[src/ppcs_pkg.sv]
// ppcs_pkg: register layout, reset values and carrier types for the chip select config block
// assumes: a plain register port with one 16-bit register, one system clock
package ppcs_pkg;
    localparam int          PPCS_ADDR_W      = 4;
    localparam logic [3:0]  PPCS_CFG_OFFSET  = 4'h0;    // config register offset
    localparam logic [15:0] PPCS_CFG_RESET   = 16'h0000; // value after power-on reset
    localparam logic [15:0] PPCS_CFG_IMPL    = 16'hF7E0; // implemented bit mask
    localparam int          PPCS_SELDIS_BIT  = 15;
    localparam int          PPCS_SELPOL_BIT  = 14;
    localparam int          PPCS_SELPEN_BIT  = 13;
    localparam int          PPCS_LANEPOL_BIT = 12;
    localparam int          PPCS_WRPOL_BIT   = 10;
    localparam int          PPCS_RDPOL_BIT   = 9;
    localparam int          PPCS_STYLE_BIT   = 8;
    localparam int          PPCS_ACKPOL_BIT  = 7;
    localparam int          PPCS_WIDTH_LSB   = 5;
    localparam logic [1:0]  PPCS_WIDTH_8     = 2'h0;    // 8-bit data port
    localparam logic [1:0]  PPCS_WIDTH_4     = 2'h1;    // 4-bit data port

    // register port request
    typedef struct packed {
        logic [PPCS_ADDR_W-1:0] addr;   // register address
        logic [15:0]            wdata;  // write data
        logic                   wr;     // write strobe
        logic                   rd;     // read strobe
    } ppcs_req_t;

    // access request from the port timing engine
    typedef struct packed {
        logic active;   // access in progress
        logic isWrite;  // access is a write
        logic strobe;   // strobe phase asserted
        logic lane0;    // lane 0 enabled
        logic lane1;    // lane 1 enabled
    } ppcs_acc_t;

    // pin levels toward the external bus
    typedef struct packed {
        logic readStrobePin;     // read strobe, or direction line in the combined style
        logic writeStrobePin;    // write strobe
        logic enableStrobePin;   // enable strobe
        logic chipSelectOutput;  // chip select level
        logic selectPinOeN;      // select pin enable, low drives
        logic laneEnable0;       // lane enable 0 level
        logic laneEnable1;       // lane enable 1 level
    } ppcs_pins_t;
endpackage

[src/ppcs_cfg.sv]
// ppcs_cfg: chip select region configuration register and pin polarity/strobe style logic
// assumes: synchronous inputs, a timing engine supplying access phases, 40 MHz clock
`timescale 1ns/1ps
`default_nettype none
module ppcs_cfg
    import ppcs_pkg::*;
(
    input  wire logic                clock,        // system clock
    input  wire logic                rst_n,        // async reset, active low
    input  wire ppcs_pkg::ppcs_req_t req,          // register port request
    output var  logic [15:0]         rdata,        // read data, cycle after read
    input  wire ppcs_pkg::ppcs_acc_t acc,          // access phase from timing engine
    input  wire logic                handshakeAckInput, // external acknowledge pin
    output var  ppcs_pkg::ppcs_pins_t pins,        // registered pin levels
    output var  logic                ackSeen,      // acknowledge asserted, registered
    output var  logic                nibbleMode,   // 1 when 4-bit port selected
    output var  logic                widthReserved // reserved width code in use
);
    import ppcs_pkg::*;

    // lane enable pins served by this region; the pin carrier holds two
    localparam int LANE_CNT = 2;

    // elaboration checks: the package layout must suit the decode below
    // the offset compare needs the offset as wide as the bus address
    if (PPCS_ADDR_W != $bits(PPCS_CFG_OFFSET)) begin : g_chk_addr
        $error("register offset width differs from the address width");
    end
    // the two-bit width field must lie inside the register
    if (PPCS_WIDTH_LSB < 0 || PPCS_WIDTH_LSB > 14) begin : g_chk_width
        $error("port width field lies outside the register");
    end
    // a value after reset may not set an unimplemented bit
    if ((PPCS_CFG_RESET & ~PPCS_CFG_IMPL) != 16'h0000) begin : g_chk_reset
        $error("reset value sets an unimplemented bit");
    end
    // every decoded field must sit on an implemented bit
    if (!PPCS_CFG_IMPL[PPCS_SELDIS_BIT] || !PPCS_CFG_IMPL[PPCS_SELPOL_BIT]
        || !PPCS_CFG_IMPL[PPCS_SELPEN_BIT] || !PPCS_CFG_IMPL[PPCS_LANEPOL_BIT]) begin : g_sel
        $error("a select field sits on an unimplemented bit");
    end
    if (!PPCS_CFG_IMPL[PPCS_WRPOL_BIT] || !PPCS_CFG_IMPL[PPCS_RDPOL_BIT]
        || !PPCS_CFG_IMPL[PPCS_STYLE_BIT] || !PPCS_CFG_IMPL[PPCS_ACKPOL_BIT]) begin : g_strb
        $error("a strobe field sits on an unimplemented bit");
    end
    if (!PPCS_CFG_IMPL[PPCS_WIDTH_LSB] || !PPCS_CFG_IMPL[PPCS_WIDTH_LSB + 1]) begin : g_wbits
        $error("the port width field sits on an unimplemented bit");
    end

    // register state
    logic [15:0] cfg;           // configuration register, implemented bits only
    logic [15:0] next_cfg;      // value stored on a write
    logic        hitCfg;        // address decodes to the config register
    logic        wrCfg;         // write strobe aimed at the config register
    logic        rdCfg;         // read strobe aimed at the config register
    logic [15:0] next_rdata;    // read data for the next cycle

    // configuration fields
    logic        selDis;        // select_disable: region switched off
    logic        selPol;        // select_polarity: 1 drives the select high
    logic        selPen;        // select_pin_enable: select pin owned by the port
    logic        lanePol;       // lane_enable_polarity: 1 drives the lanes high
    logic        wrPol;         // write_strobe_polarity, enable polarity in style 1
    logic        rdPol;         // read_strobe_polarity, direction polarity in style 1
    logic        style;         // strobe_style_select: 1 combined, 0 separate
    logic        ackPol;        // acknowledge_polarity: level that means acknowledge
    logic [1:0]  portWidth;     // port_width_select code

    // access qualification
    logic        csOn;          // region selected and not disabled
    logic        rdStrobeOn;    // read strobe phase for this region
    logic        wrStrobeOn;    // write strobe phase for this region
    logic        dirRead;       // direction line asserted, a read is in progress

    // candidate pin levels per strobe style
    logic        dirLevel;      // combined style: direction line level
    logic        enbLevel;      // combined style: enable strobe level
    logic        parkLevel;     // combined style: unused write pin level
    logic        sepRdLevel;    // separate style: read strobe level
    logic        sepWrLevel;    // separate style: write strobe level
    logic        rdPinLevel;    // chosen level of the read strobe pin
    logic        wrPinLevel;    // chosen level of the write strobe pin
    logic        enbPinLevel;   // chosen level of the enable strobe pin

    // select and lane pins
    logic        csLevel;       // chip select level
    logic        csOeN;         // select pin output enable, low drives
    logic [LANE_CNT-1:0] laneReq;   // lanes asked for by the timing engine
    logic [LANE_CNT-1:0] laneKeep;  // lanes that the port width allows
    logic [LANE_CNT-1:0] laneLevel; // lane enable pin levels
    ppcs_pins_t  next_pins;     // pin levels for the next cycle

    // status
    logic        next_ackSeen;  // acknowledge level seen this cycle
    logic        next_nibble;   // 4-bit port selected
    logic        next_reserved; // reserved width code selected

    // level that a pin shows: the active level when asserted, the inverse when idle
    function automatic logic pinLevel(input logic asserted, input logic activeHigh);
        return asserted ~^ activeHigh;
    endfunction

    // width code of the 4-bit port
    function automatic logic nibbleWidth(input logic [1:0] code);
        return code == PPCS_WIDTH_4;
    endfunction

    // codes other than the 8-bit and 4-bit ports are reserved
    function automatic logic reservedWidth(input logic [1:0] code);
        return (code != PPCS_WIDTH_8) && (code != PPCS_WIDTH_4);
    endfunction

    // address decoding, only the config offset is mapped
    assign hitCfg      = (req.addr == PPCS_CFG_OFFSET);
    assign wrCfg       = req.wr && hitCfg;
    assign rdCfg       = req.rd && hitCfg;
    // write value keeps only the implemented bits
    assign next_cfg    = req.wdata & PPCS_CFG_IMPL;
    // read value, zero outside the map or without a read
    assign next_rdata  = rdCfg ? (cfg & PPCS_CFG_IMPL) : 16'h0000;

    // field extraction
    assign selDis      = cfg[PPCS_SELDIS_BIT];
    assign selPol      = cfg[PPCS_SELPOL_BIT];
    assign selPen      = cfg[PPCS_SELPEN_BIT];
    assign lanePol     = cfg[PPCS_LANEPOL_BIT];
    assign wrPol       = cfg[PPCS_WRPOL_BIT];
    assign rdPol       = cfg[PPCS_RDPOL_BIT];
    assign style       = cfg[PPCS_STYLE_BIT];
    assign ackPol      = cfg[PPCS_ACKPOL_BIT];
    assign portWidth   = cfg[PPCS_WIDTH_LSB +: 2];

    // access qualification: a disabled region never selects or strobes
    assign csOn        = acc.active && !selDis;
    assign rdStrobeOn  = csOn && acc.strobe && !acc.isWrite;
    assign wrStrobeOn  = csOn && acc.strobe && acc.isWrite;
    assign dirRead     = csOn && !acc.isWrite;

    // combined style: one direction line plus an enable strobe
    assign dirLevel    = pinLevel(dirRead, rdPol);
    assign enbLevel    = pinLevel(rdStrobeOn || wrStrobeOn, wrPol);
    // the write pin has no job in the combined style, so it parks idle
    assign parkLevel   = pinLevel(1'b0, wrPol);
    // separate style: one strobe for each direction
    assign sepRdLevel  = pinLevel(rdStrobeOn, rdPol);
    assign sepWrLevel  = pinLevel(wrStrobeOn, wrPol);
    // the style bit picks which strobe pins act
    assign rdPinLevel  = style ? dirLevel : sepRdLevel;
    assign wrPinLevel  = style ? parkLevel : sepWrLevel;
    // enable strobe stays low whenever the separate strobes are in use
    assign enbPinLevel = style ? enbLevel : 1'b0;

    // chip select level and the pin enable, low while the port drives it
    assign csLevel     = pinLevel(csOn, selPol);
    assign csOeN       = !(selPen && !selDis);

    // lane enables; lane 1 has no data behind it in the 4-bit port
    assign laneReq     = {acc.lane1, acc.lane0};
    assign laneKeep    = {!nibbleWidth(portWidth), 1'b1};
    for (genvar i = 0; i < LANE_CNT; i++) begin : g_lane
        // each lane pin follows its request at the lane polarity while the port width keeps that lane
        assign laneLevel[i] = pinLevel(csOn && laneReq[i] && laneKeep[i], lanePol);
    end

    // pin levels gathered for the output register
    assign next_pins = '{
        readStrobePin:    rdPinLevel,
        writeStrobePin:   wrPinLevel,
        enableStrobePin:  enbPinLevel,
        chipSelectOutput: csLevel,
        selectPinOeN:     csOeN,
        laneEnable0:      laneLevel[0],
        laneEnable1:      laneLevel[1]
    };

    // status decode
    assign next_ackSeen  = (handshakeAckInput == ackPol);
    assign next_nibble   = nibbleWidth(portWidth);
    assign next_reserved = reservedWidth(portWidth);

    // register write, only implemented bits stored
    always_ff @(posedge clock or negedge rst_n) begin
        if (!rst_n) begin
            cfg <= PPCS_CFG_RESET;
        end else if (wrCfg) begin
            cfg <= next_cfg;
        end
    end

    // read data stands for the one cycle after the read strobe
    always_ff @(posedge clock or negedge rst_n) begin
        if (!rst_n) begin
            rdata <= '0;
        end else begin
            rdata <= next_rdata;
        end
    end

    // registered pin levels, one cycle behind config and access inputs
    always_ff @(posedge clock or negedge rst_n) begin
        if (!rst_n) begin
            pins <= '0;
        end else begin
            pins <= next_pins;
        end
    end

    // registered status flags
    always_ff @(posedge clock or negedge rst_n) begin
        if (!rst_n) begin
            ackSeen       <= 1'b0;
            nibbleMode    <= 1'b0;
            widthReserved <= 1'b0;
        end else begin
            ackSeen       <= next_ackSeen;
            nibbleMode    <= next_nibble;
            widthReserved <= next_reserved;
        end
    end
endmodule
`default_nettype wire

[config.mk]
export PLATFORM = sky130hd
export DESIGN_NAME = ppcs_cfg
export DESIGN_NICKNAME = d
export VERILOG_FILES = /design/src/ppcs_pkg.sv /design/src/ppcs_cfg.sv
export SDC_FILE = /design/constraint.sdc
export NUM_CORES = 1
export LEC_CHECK = 0
export BUFFER_PORTS_ARGS = -buffer_cell sky130_fd_sc_hd__buf_2
export CORE_MARGIN = 4
export CORE_UTILIZATION = 47
export CTS_BUF_LIST = sky130_fd_sc_hd__clkbuf_8
export CTS_CLUSTER_SIZE = 10
export DETAILED_ROUTE_END_ITERATION = 6
export GPL_TIMING_DRIVEN = 0
export HOLD_SLACK_MARGIN = 0.15
export PLACE_DENSITY = 0.89
export SLEW_MARGIN = 10
export SYNTH_ARGS = -nofsm -noshare
export SYNTH_HDL_FRONTEND = slang
export SYNTH_SLANG_ARGS = --single-unit
[constraint.sdc]
create_clock -name clock -period 1.4 [get_ports clock]
set_input_delay 0.14 -clock clock [delete_from_list [all_inputs] [get_ports clock]]
set_output_delay 0.14 -clock clock [all_outputs]
set_load 0.01 [all_outputs]
==> impl_results.md, run 1 <==
- Vias after detailed routing: 832
- Routed wl met3: approximately 230 um
- Pwr per Cell Area: between 1000 and 1500 mW/mm2
- Metal2 WL: 1180 um
- DRT Wirelength: approximately 2400 um
- Yosys reg bits: 30
- DR pass1 iterations: 4
- Critical Path Fanout Max: 7
- Gate Count Post-Synth: 79
- Critical Path Source Type: flop
- Worst slew pin tran: approximately 0.63 ns
- CTS tree: yes
- Max Root-Sink Buffers: 2
- Critical path's largest stage delay: around 0.40 ns
- Final antenna-violating net count: 0
- Initial DRC Count: 14
- Critical-path cell list: nor2b_1 -> clkbuf_2 -> nor3b_1 -> xnor2_1
- Largest net degree at the start of global routing: 31
- Max VDD drop: between 0.9 and 1 mV
- Syn-to-layout area delta: 41.8%
- Die Wd: ~58 um
- Critical path arrival: 1.44 ns
- Fraction of layout cells with a size suffix above 1: a little under half
- CP max-delay cell: dfrtp_1
- Worst skew pair latency: ~0.28 ns
- Vias per cell: approximately 4.7
- Ranking of synthesized cells by area: dfrtp_1 64%, mux2_4 13%, and3_1 5.8%
- Rel. slew slack: 57.8%
- WHS: between 0.15 and 0.2 ns
- DRC Markers: 0
- Fmax: between 800 and 900 MHz
- Total CTS buffers: 5
- Starting Density: about 51%
- Most common cell after layout, fill and taps aside: buf_2
- Clock Skews: 0.00669 ns
- Initial antenna violation count: 0
- Post-CTS Setup Repair Bufs: 0
- Synth top area share: a little under two thirds
- Setup TNS Final: 0 ns
- Reg clk slew, reported paths: around 0.060 ns
- GRT Residual Overflow: 0
- RePlAce Congestion: roughly 0.73
- Cell variety after synth: 19
- Number of max-cap violations: 0
- Status: finished clean
- I/O pin cnt: between 50 and 60
- Area leader, netlist: dfrtp_1
- PortBufs: 43
- Final min period: 1.24 ns
- CTS HTree Levels: 2
- WL met1: between 900 and 1000 um
- Hold Vio Cnt, Final: 0
- Leak Pwr: 0.935 nW
- Synthesized area per cell: 14.9 um2
- WL per Instance: 13.6 um
- CP Class: flop to flop
- Vias in the first global route: 883
- Tcrit/Tclk final: roughly 88%
- Diodes inserted: 0
- Die H: 58.1 um
- Sequential share of the synthesized area: roughly 64%
- Mapped cell area: between 0.001 and 0.0015 mm2
- Core ar.: 0.00230 mm2
- Hold crit path type: primary input to flop
- Num rows: 17
- # setup viols final: 0
- # fillers: between 150 and 200
- DP Wirelength: approximately 1700 um
- Crit. End Element: flop
- Root buffer cell: clkbuf_8
- Synthesis Warnings: 0
- Fin nets: ~180
- Global-route wire length before repair: between 3000 and 4000 um
- Slew Viols, Final: 0
- Commonest cells after routing, fill and taps aside: 43 x buf_2, 30 x dfrtp_1, 13 x dlygate4sd3_1
- Clock sink count: 30
- RSZ-0062 raised after global routing: false
- Die Footprint: between 0.003 and 0.004 mm2
- Highest metal layer with signal wires: met4
- GRT Util Overall: between 10% and 20%
- Required @ worst endpoint: between 1.5 and 2 ns
[cells in the mapped netlist]
cell type   n
nand2_1     1
and3_1     11
mux2_4     10
nand2b_1    1
o21a_1      1
nand3b_1    1
xor2_1      3
nor4_4      1
buf_4       6
nor2_1      1
dfrtp_1    30
nand2_4     1
clkbuf_1    3
a21oi_1     1
nor3b_1     1
nand4b_1    1
nor2b_1     2
conb_1      1
xnor2_1     3
[path summary, 6_finish.rpt]
kind	startpoint	endpoint	slack, ns	depth (start not counted)
worst max-delay path	cfg[15]$_DFFE_PN0P_	pins[6]$_DFF_PN0_	0.16	4
worst min-delay path	acc[3]	pins[5]$_DFF_PN0_	0.16	3
worst max register to register	cfg[15]$_DFFE_PN0P_	pins[6]$_DFF_PN0_	0.16	4
worst min register to register	cfg[13]$_DFFE_PN0P_	pins[2]$_DFF_PN0_	0.46	1
max in group asynchronous	rst_n	cfg[13]$_DFFE_PN0P_	0.57	2
min in group asynchronous	rst_n	cfg[6]$_DFFE_PN0P_	0.42	2
[final cells by class]
| type | count | area, um2 | area share, % |
|---|---|---|---|
| buffer | 9 | 57.6 | 3.45 |
| clock buffer | 6 | 82.6 | 4.95 |
| clock inverter | 2 | 8.76 | 0.525 |
| multi-input combinational | 45 | 389 | 23.3 |
| sequential | 30 | 751 | 45.0 |
| tap | 28 | 35.0 | 2.10 |
| timing repair buffer | 56 | 345 | 20.7 |
[what timing repair did]
item | CTS | global route
setup endpoints to repair | 0 | 1
resized for setup | 0 | 2
hold endpoints to repair | 42 | 0
hold buffers | 13 | 0
[cell families (layout without fill, tap and decap cells)]
group | count (synthesis) | after routing | share of synthesized area (%)
and+or+nand+nor | 21 | 21 | 12.9
muxes | 10 | 10 | 12.8
xor gates and xnor gates | 6 | 6 | 4.46
buffers and inverters | 9 | 73 | 4.78
DFF | 30 | 30 | 63.8
AOI/OAI and AO/OA | 2 | 2 | 1.06
other | 1 | 6 | 0.319
[critical path, delay by kind of cell, from the launching register on]
| kind | cells | cell delay, ns |
|---|---|---|
| XOR/XNOR | 1 | 0.15 |
| buffers and inverters | 1 | 0.20 |
| flip-flops | 1 | 0.40 |
| AND/OR/NAND/NOR | 2 | 0.41 |
[per-layer routing]
layer | up-vias | track usage [%]
li1 | 387 | -
met5 | - | 0
met2 | 48 | 26.5
met3 | 9 | 6.68
met1 | 388 | 18.4
met4 | 0 | 8.94
[flip-flops by register name, summed over array words and instances, names as in the netlist]
signal / cells
nibbleMode: 1
widthReserved: 1
cfg: 10
ackSeen: 1
rdata: 10
pins: 7
[report_power, final]
part / leakage (nW) / internal [W] / switching [W] / total, W
Combinational: 0.505 / 0.000258 / 0.000180 / 0.000438
Sequential: 0.378 / 0.00102 / 0.0000905 / 0.00111
Clock: 0.0524 / 0.000388 / 0.000301 / 0.000689
Total: 0.935 / 0.00166 / 0.000572 / 0.00223
[stage by stage]
stage / util, % / instance area (um2) / instances / power, W / setup WS (ns)
floorplan: - / 1200 / 84 / 0.00135 / 0.269
global placement: 63.0 / 1450 / 155 / 0.00151 / 0.0734
detailed placement: 63.0 / 1450 / 155 / 0.00154 / 0.0290
CTS: 72.6 / 1670 / 176 / 0.00226 / 0.0130
global route: 72.7 / 1670 / 176 / 0.00236 / 0.0355
finish: 72.7 / 1670 / 176 / 0.00223 / 0.161
No activity file was read; power rests on OpenSTA's default activity.
==> inputs of run 2 (changes only) <==
--- a/config.mk
+++ b/config.mk
@@ -7,13 +7,13 @@
 export LEC_CHECK = 0
 export BUFFER_PORTS_ARGS = -buffer_cell sky130_fd_sc_hd__buf_2
 export CORE_MARGIN = 4
-export CORE_UTILIZATION = 47
+export CORE_UTILIZATION = 51
 export CTS_BUF_LIST = sky130_fd_sc_hd__clkbuf_8
 export CTS_CLUSTER_SIZE = 10
 export DETAILED_ROUTE_END_ITERATION = 6
 export GPL_TIMING_DRIVEN = 0
 export HOLD_SLACK_MARGIN = 0.15
-export PLACE_DENSITY = 0.89
+export PLACE_DENSITY = 0.95
 export SLEW_MARGIN = 10
 export SYNTH_ARGS = -nofsm -noshare
 export SYNTH_HDL_FRONTEND = slang
==> constraint.sdc (replaced) <==
create_clock -name clock -period 1.5 [get_ports clock]
set_input_delay 0.15 -clock clock [delete_from_list [all_inputs] [get_ports clock]]
set_output_delay 0.15 -clock clock [all_outputs]
set_load 0.01 [all_outputs]
==> run 2 against run 1 <==
Flip-flop and latch count unchanged. Wire length is 1.5% lower. Cell count unchanged. Register-to-register slack better by 0.12 ns. Count of clock-buffer cells in the layout stayed put. Global-route usage rose by 1.1 points.
==> impl_results.md, run 2 (synthesis results as in run 1) <==
- Status: finished clean
- # setup viols final: 0
- Worst slew pin tran: 0.615 ns
- Core ar.: between 0.002 and 0.0025 mm2
- Initial antenna violation count: 0
- Post-CTS Setup Repair Bufs: 0
- PortBufs: between 40 and 50
- Max Root-Sink Buffers: 2
- Largest net degree at the start of global routing: 31
- Fmax: 819 MHz
- Die Footprint: 0.00314 mm2
- Syn-to-layout area delta: 41.8%
- Diodes inserted: 0
- CTS tree: yes
- Most common cell after layout, fill and taps aside: buf_2
- Worst Setup EP: pins[6]$_DFF_PN0_
- Leak Pwr: approximately 0.93 nW
- Fin nets: between 150 and 200
- Clock sink count: 30
- Cells after DPL: 155
- Starting Density: 53.2%
- Total CTS buffers: 5
- Rel. slew slack: 59.0%
- Worst R2R Path Depth: 4
- Hold Vio Cnt, Final: 0
- DR pass1 iterations: 4
- Die Wd: roughly 56 um
- Slack of the critical path: approximately 0.28 ns
- Clock Skews: between 0.003 and 0.004 ns
- DP Wirelength: 1730 um
- Required @ worst endpoint: 1.70 ns
- Final min period: approximately 1.2 ns
- Vias per cell: approximately 4.6
- Place WS: ~0.11 ns
- Critical path's largest stage delay: about 0.4 ns
- Critical path arrival: roughly 1.4 ns
- Setup slack, reg-to-reg: between 0.2 and 0.3 ns
- Pwr per Cell Area: 1250 mW/mm2
- Global-route wire length before repair: ~4000 um
- Setup TNS Final: 0 ns
- # fillers: roughly 130
- Vias in the first global route: a little over 900
- GRT Util Overall: between 10% and 20%
- R2R Path End: pins[6]$_DFF_PN0_
- Commonest cells after routing, fill and taps aside: 43 x buf_2, 30 x dfrtp_1, 13 x dlygate4sd3_1
- Final antenna-violating net count: 0
- Reg2reg start: cfg[15]$_DFFE_PN0P_
- Initial DRC Count: 20
- CP Class: flop to flop
- Fraction of layout cells with a size suffix above 1: around 47%
- Crit. End Element: flop
- RePlAce Congestion: roughly 0.75
- Die H: 56.0 um
- Hold crit path type: primary input to flop
- GRT Residual Overflow: 0
- Post-layout instance area: between 0.0015 and 0.002 mm2
- Reg clk slew, reported paths: 0.06 ns
- WL per Instance: 13.4 um
- Area of placed instances: ~0.0014 mm2
- Top flop regs: cfg (10), rdata (10), pins (7)
- CP max-delay cell: dfrtp_1
- Tcrit/Tclk final: between 80% and 90%
- RSZ-0062 raised after global routing: false
- Critical Path Source Type: flop
- Number of max-cap violations: 0
- Finished Layout Cells: approximately 180
- Num rows: 17
- Slew Viols, Final: 0
- Root buffer cell: clkbuf_8
- I/O pin cnt: 56
- CTS HTree Levels: 2
- Worst skew pair latency: approximately 0.28 ns
- Critical-path cell list: nor2b_1 -> clkbuf_2 -> nor3b_1 -> xnor2_1
- DRC Markers: 0
- Vias after detailed routing: 802
- DRT Wirelength: around 2400 um
- Crit. Startpoint: cfg[15]$_DFFE_PN0P_
- Critical Path Fanout Max: 7
- Max VDD drop: just over 0.9 mV
- Final Power: approximately 0.0021 W
==> run 2: cell counts in the layout (fill, tap and decap cells not counted) <==
No cell type changed its count.
==> run 2: worst max-delay path, delay by kind of cell, from the launching register on <==
family	cells	cell delay (ns)
buf+inv	1	0.21
flops	1	0.41
simple gates	2	0.39
xor+xnor	1	0.15
==> run 2: how the worst min path moves through the flow <==
| stage | startpoint | to | slack, ns | depth (start not counted) |
|---|---|---|---|---|
| 2_1_floorplan | rst_n | ackSeen$_DFF_PN0_ | -0.15 | 0 |
| 3_3_place_gp | rst_n | ackSeen$_DFF_PN0_ | 0.19 | 1 |
| 3_5_place_dp | rst_n | ackSeen$_DFF_PN0_ | 0.20 | 1 |
| 4_1_cts | acc[3] | pins[6]$_DFF_PN0_ | 0.17 | 3 |
| 5_1_grt | acc[3] | pins[5]$_DFF_PN0_ | 0.20 | 3 |
| 6_report | acc[3] | pins[6]$_DFF_PN0_ | 0.17 | 3 |
==> run 2: final cells by class <==
| cell class | instances | area (um2) | share of cell area (%) |
|---|---|---|---|
| Timing Repair Buffer | 56 | 345 | 20.7 |
| Sequential cell | 30 | 751 | 45.0 |
| Multi-Input combinational cell | 45 | 389 | 23.3 |
| Buffer | 9 | 57.6 | 3.45 |
| Tap cell | 28 | 35.0 | 2.10 |
| Clock buffer | 6 | 82.6 | 4.95 |
| Clock inverter | 2 | 8.76 | 0.525 |
==> run 2: routing by layer <==
layer  global-route usage, %  vias to the layer above  share of wire, %
met3                    6.03                        8               7.3
met2                    31.4                       39                53
met4                    9.15                        0               2.4
li1                        -                      387                 -
met5                       0                        -                 0
met1                    17.5                      368                37
==> run 2: where the power goes <==
| group | total, W | internal (W) | switching, W |
|---|---|---|---|
| clock network | 0.000637 | 0.000362 | 0.000276 |
| logic | 0.000413 | 0.000241 | 0.000172 |
| registers | 0.00103 | 0.000947 | 0.0000809 |
| total | 0.00208 | 0.00155 | 0.000528 |
==> run 2: metrics by stage <==
stage	hold WS, ns	util, %
final	0.175	75.5
after global routing	0.200	75.5
after CTS	0.171	75.4
after detailed placement	0.203	65.4
after global placement	0.187	65.4
after floorplan	-0.146	-
==> run 2: what timing repair did <==
action	in CTS	in global routing
hold buffers	13	0
resized for setup	0	2
endpoints found under the hold margin	42	0
endpoints found under the setup margin	0	1
==> inputs of run 3 (changes only) <==
--- a/config.mk
+++ b/config.mk
@@ -5,15 +5,17 @@
 export SDC_FILE = /design/constraint.sdc
 export NUM_CORES = 1
 export LEC_CHECK = 0
+export ABC_AREA = 1
 export BUFFER_PORTS_ARGS = -buffer_cell sky130_fd_sc_hd__buf_2
+export CORE_ASPECT_RATIO = 2
 export CORE_MARGIN = 4
-export CORE_UTILIZATION = 51
+export CORE_UTILIZATION = 43
 export CTS_BUF_LIST = sky130_fd_sc_hd__clkbuf_8
 export CTS_CLUSTER_SIZE = 10
 export DETAILED_ROUTE_END_ITERATION = 6
 export GPL_TIMING_DRIVEN = 0
 export HOLD_SLACK_MARGIN = 0.15
-export PLACE_DENSITY = 0.95
+export PLACE_DENSITY = 0.85
 export SLEW_MARGIN = 10
 export SYNTH_ARGS = -nofsm -noshare
 export SYNTH_HDL_FRONTEND = slang
==> constraint.sdc (replaced) <==
create_clock -name clock -period 1 [get_ports clock]
set_input_delay 0.1 -clock clock [delete_from_list [all_inputs] [get_ports clock]]
set_output_delay 0.1 -clock clock [all_outputs]
set_load 0.01 [all_outputs]
==> run 3 against run 2 <==
Count of clock-buffer cells in the layout unchanged. Die area increased by 23%. Sequential power increased by 45%. Area after synthesis increased by 5.0%. Flip-flop and latch count unchanged. Utilization decreased by 12 points. Worst hold slack improved by 0.021 ns. Largest cell class unchanged. Largest power group unchanged.
==> impl_results.md, run 3 <==
- Crit. End Element: flop
- Commonest cells after routing, fill and taps aside: 43 x buf_2, 30 x dfrtp_1, 24 x inv_1
- RSZ-0062 raised after global routing: false
- Final antenna-violating net count: 0
- Tcrit/Tclk final: between 90% and 100%
- Initial antenna violation count: 0
- Post-Synth Adder-Cell Area: 0%
- Status: finished clean
- Vias in the first global route: 924
- Reg clk slew, reported paths: 0.06 ns
- Leak Pwr: 0.996 nW
- GRT Residual Overflow: 0
- Post-synth EDFFs: 0
- Hold Crit Depth: 3
- Mapped cell area: approximately 0.0012 mm2
- Post-synthesis simple-gate area fraction: about 17%
- Compound-Gate Fraction of Synth Area: a little over 7%
- Metal2 WL: 1300 um
- DR pass1 iterations: 4
- RePlAce Congestion: a little under 0.7
- Finished Layout Cells: approximately 230
- Count leader, synth: dfrtp_1
- Die Wd: 45.9 um
- Yosys reg bits: 30
- Initial DRC Count: 23
- Die H: 83.8 um
- Worst R2R Path Depth: 4
- DRC Markers: 0
- Clock Skews: ~0.0074 ns
- Hold Path Origin: req[0]
- Synthesized area per cell: between 9 and 10 um2
- Final Power: 0.00305 W
- Gate Count Post-Synth: 124
- GRT Util Overall: 13.8%
- Global-route wire length before repair: 3790 um
- PortBufs: 43
- Critical path arrival: 1.09 ns
- Fmax: roughly 1100 MHz
- Top FF cell, synth: dfrtp_1
- CP Class: flop to flop
- Area leader, netlist: dfrtp_1
- Xor/xnor share of the synthesized area: between 2 and 2.5%
- CTS tree: yes
- Pwr per Cell Area: between 1500 and 2000 mW/mm2
- Clock sink count: 30
- Core ar.: ~0.0028 mm2
- Root buffer cell: clkbuf_8
- Hold Vio Cnt, Final: 0
- Die Footprint: just under 0.004 mm2
- WL met1: ~710 um
- Final min period: approximately 0.93 ns
- Starting Density: 44.6%
- Fraction of layout cells with a size suffix above 1: between 30% and 40%
- Top flop regs: cfg (10), rdata (10), pins (7)
- Vias per cell: about 4.3
- Highest metal layer with signal wires: met4
- Fin nets: between 200 and 250
- Synthesis Warnings: 0
- Critical Path Source Type: flop
- Max VDD drop: roughly 1.1 mV
- DRT Wirelength: 2270 um
- Rel. slew slack: around three fifths
- R2R Path End: pins[5]$_DFF_PN0_
- Cell variety after synth: 16
- Min-Delay Endpoint: rdata[6]$_DFF_PN0_
- Largest net degree at the start of global routing: 31
- Vias after detailed routing: slightly below 1000
- Syn-to-layout area delta: 43.2%
- Routed wl met3: ~200 um
- Ranking of synthesized cells by area: dfrtp_1 61%, inv_1 7.3%, o21ai_2 7.1%
- Setup slack, reg-to-reg: 0.07 ns
- Mux contribution to synthesized area: 0%
- Sequential share of the synthesized area: roughly 61%
- Largest family of logic cells by synthesized area: simple AND/OR/NAND/NOR gates
- Slew Viols, Final: 0
- Worst slew pin tran: between 0.6 and 0.7 ns
- Num rows: 27
- Worst skew pair latency: roughly 0.28 ns
- # setup viols final: 0
- Required @ worst endpoint: roughly 1.2 ns
- CTS HTree Levels: 2
- Most common cell after layout, fill and taps aside: buf_2
- WL per Instance: about 10 um
- Critical Path Fanout Max: 4
- Max Root-Sink Buffers: 2
- Number of max-cap violations: 0
- Ys async rst share: 100%
- Synth top area share: around three fifths
- Most common library cells after synthesis: 30 x dfrtp_1, 24 x inv_1, 21 x nand2_1, 15 x nor2_1, 10 x o21ai_2
- Hold crit path type: primary input to flop
- Total CTS buffers: 5
- DP Wirelength: 1700 um
- Reg2reg start: cfg[15]$_DFFE_PN0P_
- Diodes inserted: 0
- Cells after DPL: roughly 200
- I/O pin cnt: 56
run 3: how the worst max path moves through the flow:
stage                   startpoint           endpoint
2_1_floorplan  cfg[15]$_DFFE_PN0P_  pins[1]$_DFF_PN0_
3_3_place_gp   cfg[15]$_DFFE_PN0P_  pins[1]$_DFF_PN0_
3_5_place_dp   cfg[15]$_DFFE_PN0P_  pins[5]$_DFF_PN0_
4_1_cts        cfg[15]$_DFFE_PN0P_  pins[1]$_DFF_PN0_
5_1_grt        cfg[15]$_DFFE_PN0P_  pins[4]$_DFF_PN0_
6_report       cfg[15]$_DFFE_PN0P_  pins[5]$_DFF_PN0_
run 3: area by class of cell:
type                            count  area, um2
Timing Repair Buffer               59        373
Sequential cell                    30        751
Tap cell                           29       36.3
Clock inverter                      2       8.76
Multi-Input combinational cell     66        358
Clock buffer                        6       82.6
Fill cell                         254       1000
Buffer                              9       71.3
Inverter                           24       90.1
run 3: worst max-delay path, cell delays in order, from the launching register on:
cell     delay [ns]
dfrtp_1        0.43
inv_2          0.10
nand3_2        0.10
nor3_2         0.13
nor2_1         0.06
run 3: repair_timing:
item	4_1_cts	5_1_grt
setup buffers	0	1
resized for setup	1	3
gates cloned	0	0
pin swaps	0	1
endpoints found under the hold margin	44	0
endpoints found under the setup margin	2	5
hold buffers	15	0
run 3: metal layers:
layer  up-vias  track usage [%]
met4         0             8.29
met3         5             6.26
li1        497                -
met5         -                0
met2        42             23.4
met1       426             12.1
run 3: logic make-up after synthesis:
group	Yosys count
flops	30
simple gates	47
buf+inv	33
xor+xnor	3
compound gates	10
other cells	1
run 3: metrics by stage:
stage / worst slack, ns / instance area (um2) / setup TNS [ns] / hold slack [ns] / util (%)
2_1_floorplan: 0.0784 / 1250 / 0 / -0.196 / -
3_3_place_gp: 0.0240 / 1510 / 0 / 0.144 / 54.4
3_5_place_dp: -0.0233 / 1510 / -0.0233 / 0.155 / 54.4
4_1_cts: -0.00745 / 1750 / -0.00745 / 0.186 / 63.3
5_1_grt: 0.00708 / 1770 / 0 / 0.216 / 63.9
6_report: 0.0698 / 1770 / 0 / 0.195 / 63.9
run 3: where the power goes:
group,switching [W],total (W),internal [W]
combinational,0.000324,0.000615,0.000291
clock,0.000411,0.000954,0.000543
sequential,0.0000938,0.00149,0.00139
